--- src/pkg/port_link_pkg.sv ---
/*
 Port link control/status register map, field positions, reset values,
 and PHY-side config/status carrier types for the per-port register block.
 Assumes a 32-bit Avalon-MM slave with word addressing by byte address.
*/
package port_link_pkg;
   // ***************************************************
   // Register offsets (byte addresses)
   // ***************************************************
   localparam logic [7:0] CTRL_OFS = 8'h02;
   localparam logic [7:0] STAT_OFS = 8'h04;
   localparam logic [7:0] IRQ_STAT_OFS = 8'h08;
   localparam logic [7:0] IRQ_MASK_OFS = 8'h0C;
   localparam int CTRL_IDX = 2;
   localparam int STAT_IDX = 4;
   // ***************************************************
   // Field positions
   // ***************************************************
   localparam int B_TX_OFF = 14;
   localparam int B_RESTART = 13;
   localparam int B_PWR_DOWN = 11;
   localparam int B_NO_AUTOX = 10;
   localparam int B_FORCE_MDIX = 9;
   localparam int B_FAR_LOOP = 8;
   localparam int B_AN_EN = 7;
   localparam int B_F_SPEED = 6;
   localparam int B_F_DUPLEX = 5;
   localparam int B_ALT_XALG = 15;
   localparam int B_POL_REV = 13;
   localparam int B_RX_FC = 12;
   localparam int B_TX_FC = 11;
   localparam int B_SPEED = 10;
   localparam int B_DUPLEX = 9;
   localparam int B_MDIX = 7;
   localparam int B_NEGOTIATION_COMPLETE = 6;
   localparam int B_LINK = 5;
   // ***************************************************
   // Reset values and masks
   // ***************************************************
   localparam logic [15:0] CTRL_RST = 16'h00FF;
   localparam logic [15:0] CTRL_WMASK = 16'h6FFF;
   localparam logic [15:0] RESTART_CLR = 16'hDFFF;
   localparam logic [2:0] IRQ_ZERO = 3'h0;
   localparam logic [2:0] IRQ_MASK_RST = 3'h0;
   localparam int IRQ_LINK_CHG = 0;
   localparam int IRQ_NEGOTIATION_COMPLETE = 1;
   localparam int IRQ_PAGE = 2;
   // ***************************************************
   // Carrier types
   // ***************************************************
   typedef struct packed {
      logic tx_off;
      logic power_down;
      logic auto_cross_en;
      logic force_mdix;
      logic far_loop;
      logic alt_xalg;
      logic an_enable;
      logic restart_an;
      logic [4:0] advert;
      logic force_speed;
      logic force_duplex;
   } phy_cfg_t;
   typedef struct packed {
      logic pol_rev;
      logic rx_fc;
      logic tx_fc;
      logic mdix;
      logic link_good;
      logic negotiation_complete;
      logic an_speed;
      logic an_duplex;
      logic [4:0] partner;
   } phy_stat_t;
endpackage
--- src/design/port_phy_control_status_regs.sv ---
/*
 Per-port PHY control and status register bank, Avalon-MM slave.
 Assumes PHY status inputs arrive asynchronously and are synchronised.
*/
// Local design decision: the Avalon-MM register port.
`timescale 1ns/1ps
module port_phy_control_status_regs (
   input wire logic clk,
   input wire logic rst_b,
   input wire logic [7:0] avs_address,
   input wire logic avs_read,
   input wire logic avs_write,
   input wire logic [31:0] avs_writedata,
   input wire logic [3:0] avs_byteenable,
   output logic [31:0] avs_readdata,
   output logic avs_waitrequest,
   input wire port_link_pkg::phy_stat_t phy_stat,
   output port_link_pkg::phy_cfg_t phy_cfg,
   output logic irq
);
   // ***************************************************
   // Bus decode
   // ***************************************************
   logic ack_r;
   logic [15:0] ctrl_r;
   logic [15:0] ctrl_nxt;
   logic alt_xalg_r;
   logic [2:0] irq_stat_r;
   logic [2:0] irq_stat_nxt;
   logic [2:0] irq_mask_r;
   logic [31:0] rdata_nxt;
   port_link_pkg::phy_stat_t s1_r;
   port_link_pkg::phy_stat_t s2_r;
   port_link_pkg::phy_stat_t prev_r;
   port_link_pkg::phy_cfg_t cfg_r;
   logic relink_r;
   wire req = (avs_read | avs_write) & ~ack_r;
   wire wr = avs_write & ack_r;
   wire rd = avs_read & ack_r;
   wire sel_ctrl = avs_address == port_link_pkg::CTRL_OFS;
   wire sel_stat = avs_address == port_link_pkg::STAT_OFS;
   wire sel_ist = avs_address == port_link_pkg::IRQ_STAT_OFS;
   wire sel_imask = avs_address == port_link_pkg::IRQ_MASK_OFS;
   wire be_lo = avs_byteenable[0];
   wire be_hi = avs_byteenable[1];
   wire [15:0] be_mask = {{8{be_hi}}, {8{be_lo}}};
   wire wr_ctrl = wr & sel_ctrl;
   wire wr_stat = wr & sel_stat & be_hi;
   wire rd_ist = rd & sel_ist;
   assign avs_waitrequest = (avs_read | avs_write) & ~ack_r;

   // ***************************************************
   // Control register
   // ***************************************************
   wire [15:0] wval = (avs_writedata[15:0] & be_mask) | (ctrl_r & ~be_mask);
   // Restart bit is a one-shot; clears after it is sent
   assign ctrl_nxt = wr_ctrl ? (wval & port_link_pkg::CTRL_WMASK)
      : (ctrl_r & port_link_pkg::RESTART_CLR);

   always_ff @(posedge clk or negedge rst_b) begin
      if (!rst_b) begin
         ack_r <= 1'b0;
         ctrl_r <= port_link_pkg::CTRL_RST;
         alt_xalg_r <= 1'b1;
      end else begin
         ack_r <= req;
         ctrl_r <= ctrl_nxt;
         if (wr_stat) begin
            alt_xalg_r <= avs_writedata[port_link_pkg::B_ALT_XALG];
         end
      end
   end

   // ***************************************************
   // Applied configuration
   // ***************************************************
   // Advertising/forcing latch only on restart, link loss or the first cycle after reset
   wire link_fall = prev_r.link_good & ~s2_r.link_good;
   wire restart = ctrl_r[port_link_pkg::B_RESTART];
   wire apply = restart | link_fall | relink_r;
   port_link_pkg::phy_cfg_t cfg_nxt;
   assign cfg_nxt.tx_off = ctrl_r[port_link_pkg::B_TX_OFF];
   assign cfg_nxt.power_down = ctrl_r[port_link_pkg::B_PWR_DOWN];
   assign cfg_nxt.auto_cross_en = ~ctrl_r[port_link_pkg::B_NO_AUTOX];
   assign cfg_nxt.force_mdix = ctrl_r[port_link_pkg::B_NO_AUTOX]
      & ctrl_r[port_link_pkg::B_FORCE_MDIX];
   assign cfg_nxt.far_loop = ctrl_r[port_link_pkg::B_FAR_LOOP];
   assign cfg_nxt.alt_xalg = alt_xalg_r;
   assign cfg_nxt.an_enable = apply ? ctrl_r[port_link_pkg::B_AN_EN]
      : cfg_r.an_enable;
   assign cfg_nxt.restart_an = restart;
   assign cfg_nxt.advert = apply ? ctrl_r[4:0] : cfg_r.advert;
   assign cfg_nxt.force_speed = apply ? ctrl_r[port_link_pkg::B_F_SPEED]
      : cfg_r.force_speed;
   assign cfg_nxt.force_duplex = apply ? ctrl_r[port_link_pkg::B_F_DUPLEX]
      : cfg_r.force_duplex;
   assign phy_cfg = cfg_r;

   always_ff @(posedge clk or negedge rst_b) begin
      if (!rst_b) begin
         cfg_r <= '0;
         relink_r <= 1'b1;
         s1_r <= '0;
         s2_r <= '0;
         prev_r <= '0;
      end else begin
         cfg_r <= cfg_nxt;
         relink_r <= 1'b0;
         s1_r <= phy_stat;
         s2_r <= s1_r;
         prev_r <= s2_r;
      end
   end

   // ***************************************************
   // Status composition
   // ***************************************************
   wire an_on = cfg_r.an_enable;
   wire an_ok = an_on & s2_r.negotiation_complete;
   wire op_speed = an_ok ? s2_r.an_speed : cfg_r.force_speed;
   wire op_duplex = an_ok ? s2_r.an_duplex : cfg_r.force_duplex;
   wire [15:0] stat_word = {alt_xalg_r, 1'b0, s2_r.pol_rev, s2_r.rx_fc,
      s2_r.tx_fc, s2_r.link_good & op_speed, s2_r.link_good & op_duplex,
      1'b0, s2_r.mdix, an_ok, s2_r.link_good, s2_r.partner};

   // ***************************************************
   // Interrupts
   // ***************************************************
   wire [2:0] ev = {prev_r.partner != s2_r.partner,
      ~prev_r.negotiation_complete & s2_r.negotiation_complete & an_on,
      prev_r.link_good != s2_r.link_good};
   // Event in the clearing cycle survives
   assign irq_stat_nxt = (rd_ist ? port_link_pkg::IRQ_ZERO : irq_stat_r) | ev;
   assign irq = |(irq_stat_r & irq_mask_r);

   always_ff @(posedge clk or negedge rst_b) begin
      if (!rst_b) begin
         irq_stat_r <= port_link_pkg::IRQ_ZERO;
         irq_mask_r <= port_link_pkg::IRQ_MASK_RST;
      end else begin
         irq_stat_r <= irq_stat_nxt;
         if (wr & sel_imask & be_lo) begin
            irq_mask_r <= avs_writedata[2:0];
         end
      end
   end

   // ***************************************************
   // Read data
   // ***************************************************
   always_comb begin
      rdata_nxt = 32'h0000_0000;
      if (sel_ctrl) begin
         rdata_nxt[15:0] = ctrl_r;
      end else if (sel_stat) begin
         rdata_nxt[15:0] = stat_word;
      end else if (sel_ist) begin
         rdata_nxt[2:0] = irq_stat_r;
      end else if (sel_imask) begin
         rdata_nxt[2:0] = irq_mask_r;
      end
   end

   always_ff @(posedge clk or negedge rst_b) begin
      if (!rst_b) begin
         avs_readdata <= 32'h0000_0000;
      end else if (avs_read & ~ack_r) begin
         avs_readdata <= rdata_nxt;
      end
   end

   // ***************************************************
   // Assertions
   // ***************************************************
   property p_autox;
      @(posedge clk) disable iff (!rst_b)
      $past(rst_b) |->
         cfg_r.auto_cross_en == ~$past(ctrl_r[port_link_pkg::B_NO_AUTOX]);
   endproperty
   a_autox: assert property (p_autox) else $error("autox");
   property p_mdix;
      @(posedge clk) disable iff (!rst_b)
      cfg_r.force_mdix |-> $past(ctrl_r[10]) && $past(ctrl_r[9]);
   endproperty
   a_mdix: assert property (p_mdix) else $error("force mdix");
   property p_loop;
      @(posedge clk) disable iff (!rst_b)
      wr_ctrl ##1 1'b1 |=> cfg_r.far_loop == $past(ctrl_r[8]);
   endproperty
   a_loop: assert property (p_loop) else $error("loop");
   property p_restart;
      @(posedge clk) disable iff (!rst_b)
      ctrl_r[13] |=> !ctrl_r[13] || $past(wr_ctrl);
   endproperty
   a_restart: assert property (p_restart) else $error("restart");
   property p_hold;
      @(posedge clk) disable iff (!rst_b)
      !apply |=> $stable(cfg_r.advert);
   endproperty
   a_hold: assert property (p_hold) else $error("advert");
   property p_forced;
      @(posedge clk) disable iff (!rst_b)
      !cfg_r.an_enable |-> !stat_word[6]
         && (stat_word[10] == (s2_r.link_good & cfg_r.force_speed));
   endproperty
   a_forced: assert property (p_forced) else $error("forced");
   property p_rsvd;
      @(posedge clk) disable iff (!rst_b)
      !stat_word[14] && !stat_word[8];
   endproperty
   a_rsvd: assert property (p_rsvd) else $error("reserved");
   property p_rdack;
      @(posedge clk) disable iff (!rst_b)
      avs_read && !ack_r |=> !avs_waitrequest ##0 avs_readdata == $past(rdata_nxt);
   endproperty
   a_rdack: assert property (p_rdack) else $error("readdata");
   property p_partner;
      @(posedge clk) disable iff (!rst_b)
      stat_word[4:0] == s2_r.partner;
   endproperty
   a_partner: assert property (p_partner) else $error("partner");

   // ***************************************************
   // Bus handshake checks
   // ***************************************************
   property p_wait_first;
      @(posedge clk) disable iff (!rst_b)
      (avs_read || avs_write) && !ack_r |-> avs_waitrequest;
   endproperty
   a_wait_first: assert property (p_wait_first) else $error("wait first");

   property p_wait_second;
      @(posedge clk) disable iff (!rst_b)
      (avs_read || avs_write) && !ack_r |=> ack_r;
   endproperty
   a_wait_second: assert property (p_wait_second) else $error("wait end");

   property p_ack_one;
      @(posedge clk) disable iff (!rst_b)
      ack_r |=> !ack_r;
   endproperty
   a_ack_one: assert property (p_ack_one) else $error("ack width");

   property p_rd_hold;
      @(posedge clk) disable iff (!rst_b)
      !(avs_read && !ack_r) |=> $stable(avs_readdata);
   endproperty
   a_rd_hold: assert property (p_rd_hold) else $error("readdata hold");

   property p_unmapped;
      @(posedge clk) disable iff (!rst_b)
      avs_read && !ack_r && !(sel_ctrl || sel_stat || sel_ist || sel_imask)
         |=> avs_readdata == 32'h0000_0000;
   endproperty
   a_unmapped: assert property (p_unmapped) else $error("unmapped read");

   property p_wr_other;
      @(posedge clk) disable iff (!rst_b)
      !wr_ctrl |=> ctrl_r == ($past(ctrl_r) & port_link_pkg::RESTART_CLR);
   endproperty
   a_wr_other: assert property (p_wr_other) else $error("ctrl held");

   property p_ctrl_wr;
      @(posedge clk) disable iff (!rst_b)
      wr_ctrl |=> ctrl_r == $past(wval & port_link_pkg::CTRL_WMASK);
   endproperty
   a_ctrl_wr: assert property (p_ctrl_wr) else $error("ctrl write");

   // ***************************************************
   // Applied configuration checks
   // ***************************************************
   property p_an_apply;
      @(posedge clk) disable iff (!rst_b)
      apply |=> cfg_r.an_enable == $past(ctrl_r[port_link_pkg::B_AN_EN]);
   endproperty
   a_an_apply: assert property (p_an_apply) else $error("an enable");

   property p_speed_apply;
      @(posedge clk) disable iff (!rst_b)
      apply |=> cfg_r.force_speed == $past(ctrl_r[port_link_pkg::B_F_SPEED]);
   endproperty
   a_speed_apply: assert property (p_speed_apply) else $error("speed");

   property p_duplex_apply;
      @(posedge clk) disable iff (!rst_b)
      apply |=>
         cfg_r.force_duplex == $past(ctrl_r[port_link_pkg::B_F_DUPLEX]);
   endproperty
   a_duplex_apply: assert property (p_duplex_apply) else $error("duplex");

   property p_advert_apply;
      @(posedge clk) disable iff (!rst_b)
      apply |=>
         cfg_r.advert == $past(ctrl_r[port_link_pkg::B_F_DUPLEX-1:0]);
   endproperty
   a_advert_apply: assert property (p_advert_apply) else $error("advert");

   property p_txoff;
      @(posedge clk) disable iff (!rst_b)
      cfg_r.tx_off == $past(ctrl_r[port_link_pkg::B_TX_OFF]);
   endproperty
   a_txoff: assert property (p_txoff) else $error("tx off");

   property p_pwr;
      @(posedge clk) disable iff (!rst_b)
      cfg_r.power_down == $past(ctrl_r[port_link_pkg::B_PWR_DOWN]);
   endproperty
   a_pwr: assert property (p_pwr) else $error("power down");

   property p_restart_pulse;
      @(posedge clk) disable iff (!rst_b)
      cfg_r.restart_an == $past(ctrl_r[port_link_pkg::B_RESTART]);
   endproperty
   a_restart_pulse: assert property (p_restart_pulse) else $error("restart out");

   property p_alt;
      @(posedge clk) disable iff (!rst_b)
      $past(rst_b) |-> cfg_r.alt_xalg == $past(alt_xalg_r);
   endproperty
   a_alt: assert property (p_alt) else $error("alt select");

   property p_alt_wr;
      @(posedge clk) disable iff (!rst_b)
      wr_stat |=>
         alt_xalg_r == $past(avs_writedata[port_link_pkg::B_ALT_XALG]);
   endproperty
   a_alt_wr: assert property (p_alt_wr) else $error("alt write");

   // ***************************************************
   // Status word checks
   // ***************************************************
   property p_alt_stat;
      @(posedge clk) disable iff (!rst_b)
      stat_word[port_link_pkg::B_ALT_XALG] == alt_xalg_r;
   endproperty
   a_alt_stat: assert property (p_alt_stat) else $error("alt status");

   property p_pol;
      @(posedge clk) disable iff (!rst_b)
      stat_word[port_link_pkg::B_POL_REV] == s2_r.pol_rev;
   endproperty
   a_pol: assert property (p_pol) else $error("polarity");

   property p_mdix_stat;
      @(posedge clk) disable iff (!rst_b)
      stat_word[port_link_pkg::B_MDIX] == s2_r.mdix;
   endproperty
   a_mdix_stat: assert property (p_mdix_stat) else $error("mdix status");

   property p_fc;
      @(posedge clk) disable iff (!rst_b)
      stat_word[port_link_pkg::B_RX_FC] == s2_r.rx_fc
         && stat_word[port_link_pkg::B_TX_FC] == s2_r.tx_fc;
   endproperty
   a_fc: assert property (p_fc) else $error("flow control");

   property p_an_speed;
      @(posedge clk) disable iff (!rst_b)
      an_ok |->
         stat_word[port_link_pkg::B_SPEED] == (s2_r.link_good & s2_r.an_speed);
   endproperty
   a_an_speed: assert property (p_an_speed) else $error("an speed");

   property p_link;
      @(posedge clk) disable iff (!rst_b)
      stat_word[port_link_pkg::B_LINK] == s2_r.link_good
         && stat_word[port_link_pkg::B_NEGOTIATION_COMPLETE]
         == (cfg_r.an_enable & s2_r.negotiation_complete);
   endproperty
   a_link: assert property (p_link) else $error("link status");

   property p_fail_dup;
      @(posedge clk) disable iff (!rst_b)
      cfg_r.an_enable && !s2_r.negotiation_complete |->
         stat_word[port_link_pkg::B_DUPLEX]
         == (s2_r.link_good & cfg_r.force_duplex);
   endproperty
   a_fail_dup: assert property (p_fail_dup) else $error("failed duplex");

   // ***************************************************
   // Interrupt checks
   // ***************************************************
   property p_set_wins;
      @(posedge clk) disable iff (!rst_b)
      |ev |=> (irq_stat_r & $past(ev)) == $past(ev);
   endproperty
   a_set_wins: assert property (p_set_wins) else $error("event lost");

   property p_clear;
      @(posedge clk) disable iff (!rst_b)
      rd_ist && ev == port_link_pkg::IRQ_ZERO
         |=> irq_stat_r == port_link_pkg::IRQ_ZERO;
   endproperty
   a_clear: assert property (p_clear) else $error("clear on read");

   c_wr: cover property (@(posedge clk) disable iff (!rst_b) wr_ctrl);
   c_rst: cover property (@(posedge clk) disable iff (!rst_b) restart);
   c_irq: cover property (@(posedge clk) disable iff (!rst_b) irq);
   c_an: cover property (@(posedge clk) disable iff (!rst_b) an_ok);
endmodule

--- config.mk ---
export PLATFORM = sky130hd
export DESIGN_NAME = port_phy_control_status_regs
export DESIGN_NICKNAME = d
export VERILOG_FILES = /design/src/pkg/port_link_pkg.sv /design/src/design/port_phy_control_status_regs.sv
export SDC_FILE = /design/constraint.sdc
export NUM_CORES = 1
export LEC_CHECK = 0
export BUFFER_PORTS_ARGS = -buffer_cell sky130_fd_sc_hd__clkbuf_2
export CORE_ASPECT_RATIO = 1.1
export CORE_MARGIN = 2
export CORE_UTILIZATION = 54
export CTS_CLUSTER_SIZE = 28
export DETAILED_ROUTE_END_ITERATION = 12
export PLACE_DENSITY_LB_ADDON = 0.2
export SYNTH_ARGS = -nofsm -noshare
export SYNTH_HDL_FRONTEND = slang
export SYNTH_SLANG_ARGS = --single-unit
--- constraint.sdc ---
create_clock -name clk -period 2.9 [get_ports clk]
set_clock_uncertainty 0.05 [all_clocks]
set_input_delay 0 -clock clk [delete_from_list [all_inputs] [get_ports clk]]
set_output_delay 0 -clock clk [all_outputs]
set_load 0.005 [all_outputs]
Word-level counts from Yosys, hierarchy flattened
Cells that the tools add are included.
- register bits: 87
- input port bits: 61
- output and inout bits: 49
- logic and storage cells: 86
- equality and inequality tests: 6
- mux-type cells: 9
- bitwise operators: 30
- reduce and logical (&&, ||, !) cells: 1
- operator list (operator ; count):
    $and 15x15->15 ; 2
    $and 1x1->1 ; 17
    $eq 8x4->1 const B ; 2
    $mux 16 ; 1
    $not 15->15 ; 1
    $or 15x15->15 ; 1
    $mux 14 ; 1
    $mux 13 ; 1
    $mux 3 ; 4
    $eq 8x2->1 const B ; 1
    $eq 8x3->1 const B ; 1
    $ne 5x5->1 ; 1
    $not 1->1 ; 4
    $and 3x3->3 ; 1
    $or 1x1->1 ; 3
    $or 3x3->3 ; 1
    $reduce_or 3->1 ; 1
    $mux 1 ; 2
    $ne 1x1->1 ; 1

Depth between registers and ports, before layout
- depth after elaboration: 5
- depth in mapped cells: 5

Least setup slack after synthesis
No wires, ideal clock.
- path type: flip-flop to flip-flop
- start point: reg s2_r[8] (netlist name)
- end point: reg an_on (netlist name)
- data arrival time: 1365 ps
- data required time: 2725 ps
- path slack: 1360 ps
- stages on the path, launching flop included: 5
- buffers on the path: 0
- period minus slack after synthesis: 1540 ps
- path through: dfrtp_1 > inv_1 > ha_1 > nor3_2 > mux2_2
- cells in the longest elaborated chain, start to end: 4
- ends and longest elaborated chain (element ; line ; source):
    $not 1->1 ; port_phy_control_status_regs.sv:78 ; wire link_fall = prev_r.link_good & ~s2_r.link_good;
    $and 1x1->1 ; port_phy_control_status_regs.sv:78 ;
    $or 1x1->1 (2 in series) ; port_phy_control_status_regs.sv:80 ; wire apply = restart | link_fall | relink_r;
No other way between the ends.
A chain may end at the register's enable or synchronous reset.

Worst setup path in the final report
- start point: reg ctrl_r[13]
- end point: reg ctrl_r[13]
- cells in the longest elaborated chain, start to end: 3
- ends and longest elaborated chain (element ; line ; source):
    from (decl) ; port_phy_control_status_regs.sv:25 ; logic [15:0] ctrl_r;
    from (signal assigned) ; port_phy_control_status_regs.sv:63 ; ctrl_r <= port_link_pkg::CTRL_RST;
    from (signal assigned) ; port_phy_control_status_regs.sv:67 ; ctrl_r <= ctrl_nxt;
    $and 15x15->15 ; port_phy_control_status_regs.sv:55 ; wire [15:0] wval = (avs_writedata[15:0] & be_mask) | (ctrl_r & ~be_mask);
    $or 15x15->15 ; port_phy_control_status_regs.sv:55 ;
    $mux 14 ; port_phy_control_status_regs.sv:57 ; assign ctrl_nxt = wr_ctrl ? (wval & port_link_pkg::CTRL_WMASK)
    via ctrl_nxt[13] ; port_phy_control_status_regs.sv:26 ; logic [15:0] ctrl_nxt;
The timed path passes the listed nets, and every way through them passes these cells.

==> out/results.md <==
| Metric | Reported | Unit |
|:---|:---|:---|
| Most instantiated library cell after synthesis | dfrtp_1 | - |
| Number of antenna violations at the first check in global routing | 0 | - |
| Tightest Hold Check Type | primary input to flop | - |
| Slew Limit Fails | 0 | - |
| Number of diodes | 0 | - |
| Post-CTS Setup Bufs | 0 | - |
| Stage delay of the slowest cell on the critical path | 0.58 | ns |
| First-pass DRT Iterations | 4 | - |
| Post-synthesis instance area | 3370 | µm² |
| Synth Warn # | 0 | - |
| Cells on Worst Hold Path | 4 | - |
| Net total in the final layout | 422 | - |
| Power Density | 530 | nW/µm² |
| Data arrival time of the critical path | 2.16 | ns |
| Drt via density | 4.99 | - |
| Worst slew margin relative to its limit | 30.4 | % |
| Clock edge transition at the registers on the reported setup and hold paths | 0.08 | ns |
| Final WL | 6.74 | mm |
| Worst Reg-to-Reg Cells | 4 | - |
| Cell count after synthesis | 246 | - |
| Reg-to-reg endpoint | ctrl_r[13]$_DFF_PN0_ | - |
| Top flip-flop cell by instance count after synthesis | dfrtp_1 | - |
| Hold path endpoint | avs_readdata[9]$_DFFE_PN0P_ | - |
| Number of cell rows | 30 | - |
| Shortest clock period the worst path allows after layout | 1.92 | ns |
| Count of flip-flops with a built-in enable after synthesis | 0 | - |
| Post-route non-filler standard cell count | 445 | - |
| Largest cells by area after synthesis | dfrtp_1, mux2_2, dfstp_2 | - |
| Flip-flop and latch count after synthesis | 87 | - |
| Most common library cells after synthesis | dfrtp_1, mux2_2, nand2_1 | - |
| Sequential-to-total area share from yosys stat | 64.9 | % |
| Final Instance Area | 4310 | µm² |
| Outcome | finished, final reports clean | - |
| Startpoint type of the worst setup path | flop | - |
| FF/Latch Area | 2190 | µm² |
| Placed inst area | 3760 | µm² |
| Die extent in x | 79.4 | µm |
| Sum of negative setup slack | 0 | ns |
| Post-placement worst setup slack | 0.995 | ns |
| Clock root cell | clkbuf_8 | - |
| Achievable clock frequency | 520 | MHz |
| Stages on the worst setup path | 4 | - |
| CP Launch Point | ctrl_r[13]$_DFF_PN0_ | - |
| Starting DRT DRC Count | 74 | - |
| Most used cell, CP | dlygate4sd3_1 | - |
| Max-cap check violation count | 0 | - |
| Wire length per cell | 15.1 | µm |
| Yosys top cell by area | dfrtp_1 | - |
| Maximum number of pins on one net before global-route repair | 88 | - |
| Met2 capacity usage during global routing | 32.3 | % |
| Area share of the largest cell type after synthesis | 57.1 | % |
| Area overhead of the layout relative to synthesis | 27.8 | % |
| Share of async-settable or async-resettable flops after synthesis | 100 | % |
| Met1 GRT Util | 30.0 | % |
| Placed insts | 394 | - |
| Combined area of the multi-input logic cells | 1080 | µm² |
| Register-to-register setup slack | 0.98 | ns |
| Latest clock arrival within the worst-skew pair | 0.35 | ns |
| H-tree depth | 3 | - |
| Total count of hold-check failures in the final report | 0 | - |
| Kind of capture point of the worst setup path | flop | - |
| Final worst-path cycle share | 66.3 | % |
| Met3 Resource Use GR | 5.50 | % |
| Leak | 2.08 | nW |
| Effective utilization at floorplan | 55.2 | % |
| Layout filler cell count | 474 | - |
| Cell at the slowest stage of the critical path | dlygate4sd3_1 | - |
| Crit path max-delay family | buffers and inverters | - |
| Number of global-route vias before repair | 2,186 | - |
| Hold Path Origin | avs_address[0] | - |
| Wire length of the first global-routing pass | 10.8 | mm |
| Critical register-to-register path startpoint | ctrl_r[13]$_DFF_PN0_ | - |
| CTS Buffer Depth | 2 | - |
| Count of pins on the block boundary | 110 | - |
| Setup-violating endpoint count in the final report | 0 | - |
| Number of buffers created by CTS | 9 | - |
| Post-route setup slack | 0.977 | ns |
| Count of buffering cells on the critical path with inverters included | 2 | - |
| RePlAce Congestion | 0.839 | - |
| Drt drc | 0 | - |
| Detailed placer's ending HPWL | 4.45 | mm |
| Fraction of layout cells with a size suffix above 1 | 37.3 | % |
| Remaining number of nets flagged by the antenna check after routing | 0 | - |
| Global route total overflow | 0 | - |
| Unique cell type count in the Yosys netlist | 46 | - |
| Core Footprint | 6120 | µm² |
| Most heavily used metal layer in global routing | met2 | - |
| Unrepaired setup endpoints after global routing | false | - |
| Largest vdd supply drop | 0.366 | mV |
| Req. time, crit path | 3.13 | ns |
| Kind of critical path | flop to flop | - |
| Crit path max fanout | 4 | - |
| Total vias in the final route | 2,220 | - |
| Buffers on Ports | 74 | - |
| Post-layout utilization of the core | 70.5 | % |
| Synth Area per Inst | 13.7 | µm² |
| Die ar. | 6900 | µm² |
| Chain of cells forming the critical path | mux2i_1 > dlygate4sd3_1 > nor3_1 > dlygate4sd3_1 | - |
| Clock tree from TritonCTS | built | - |
| Y dimension of the die | 86.9 | µm |
| Combined global-route utilization of all metal layers | 21.2 | % |
| Worst Max-Slew Pin Slew | 1.04 | ns |
| CTS Sinks | 87 | - |
final cells by class:
cell class	count	area share, %
multi-input combinational	149	25.0
clock inverter	5	1.36
clock buffer	11	3.28
timing repair buffer	110	16.9
tap	80	2.32
inverter	3	0.261
sequential	87	50.8
kinds of logic after synthesis:
group / after synthesis / synth area share [%]
muxes: 29 / 9.64
and+or+nand+nor: 60 / 11.1
buffers and inverters: 26 / 4.89
xor gates and xnor gates: 5 / 1.30
AOI/OAI and AO/OA: 37 / 7.71
adders and majority gates: 1 / 0.371
DFF: 87 / 64.9
other: 1 / 0.111
repair_timing:
action	4_1_cts	5_1_grt
hold endpoints to repair	112	0
hold buffers	35	0
resized for setup	0	0
layer usage:
| metal | up-vias | routed length (µm) |
|---|---|---|
| li1 | 1064 | - |
| met1 | 1081 | 3130 |
| met2 | 68 | 3220 |
| met3 | 7 | 320 |
| met4 | 0 | 65 |
| met5 | - | 0 |
report_power, final:
| part | switching, mW | leakage (nW) | internal [mW] |
|---|---|---|---|
| Sequential | 0.0191 | 1.08 | 1.25 |
| Clock | 0.418 | 0.0955 | 0.422 |
| Combinational | 0.0934 | 0.908 | 0.0839 |
cell usage in the layout (no fill, tap or decap), drive strengths merged, types with 2 or more instances in the layout:
cell type    instances
nor3                 3
inv                  3
o211ai               2
and2                 5
conb                17
xor2                 2
nand4                7
a22oi                6
nor2                 4
a221oi               3
dfrtp               77
a21boi               2
dfstp               10
clkinvlp             2
and3                 2
clkbuf              84
and4bb               2
o31ai                3
nand2               24
clkinv               2
mux2                28
o2111ai              2
xnor2                3
nor2b                4
dlygate4sd3         35
buf                  2
o21ai               14
worst max path at each step:
stage,end
2_1_floorplan,an_on$_DFFE_PN0P_
3_3_place_gp,phy_cfg[3]$_DFFE_PN0P_
3_5_place_dp,phy_cfg[1]$_DFFE_PN0P_
4_1_cts,phy_cfg[0]$_DFFE_PN0P_
5_1_grt,ctrl_r[13]$_DFF_PN0_
6_report,ctrl_r[13]$_DFF_PN0_
worst reg2reg max path, cell delays in order, from the launching register on:
cell           delay (ns)
dfrtp_1              0.43
mux2i_1              0.09
dlygate4sd3_1        0.56
nor3_1               0.15
dlygate4sd3_1        0.58
metrics by stage:
stage	power, mW	hold slack [ns]
6_report	2.28	0.0101
5_1_grt	2.39	0.0309
4_1_cts	2.30	0.00102
3_5_place_dp	1.43	0.0596
3_3_place_gp	1.43	0.0579
2_1_floorplan	1.37	-0.346
No activity file was read; power rests on OpenSTA's default activity.
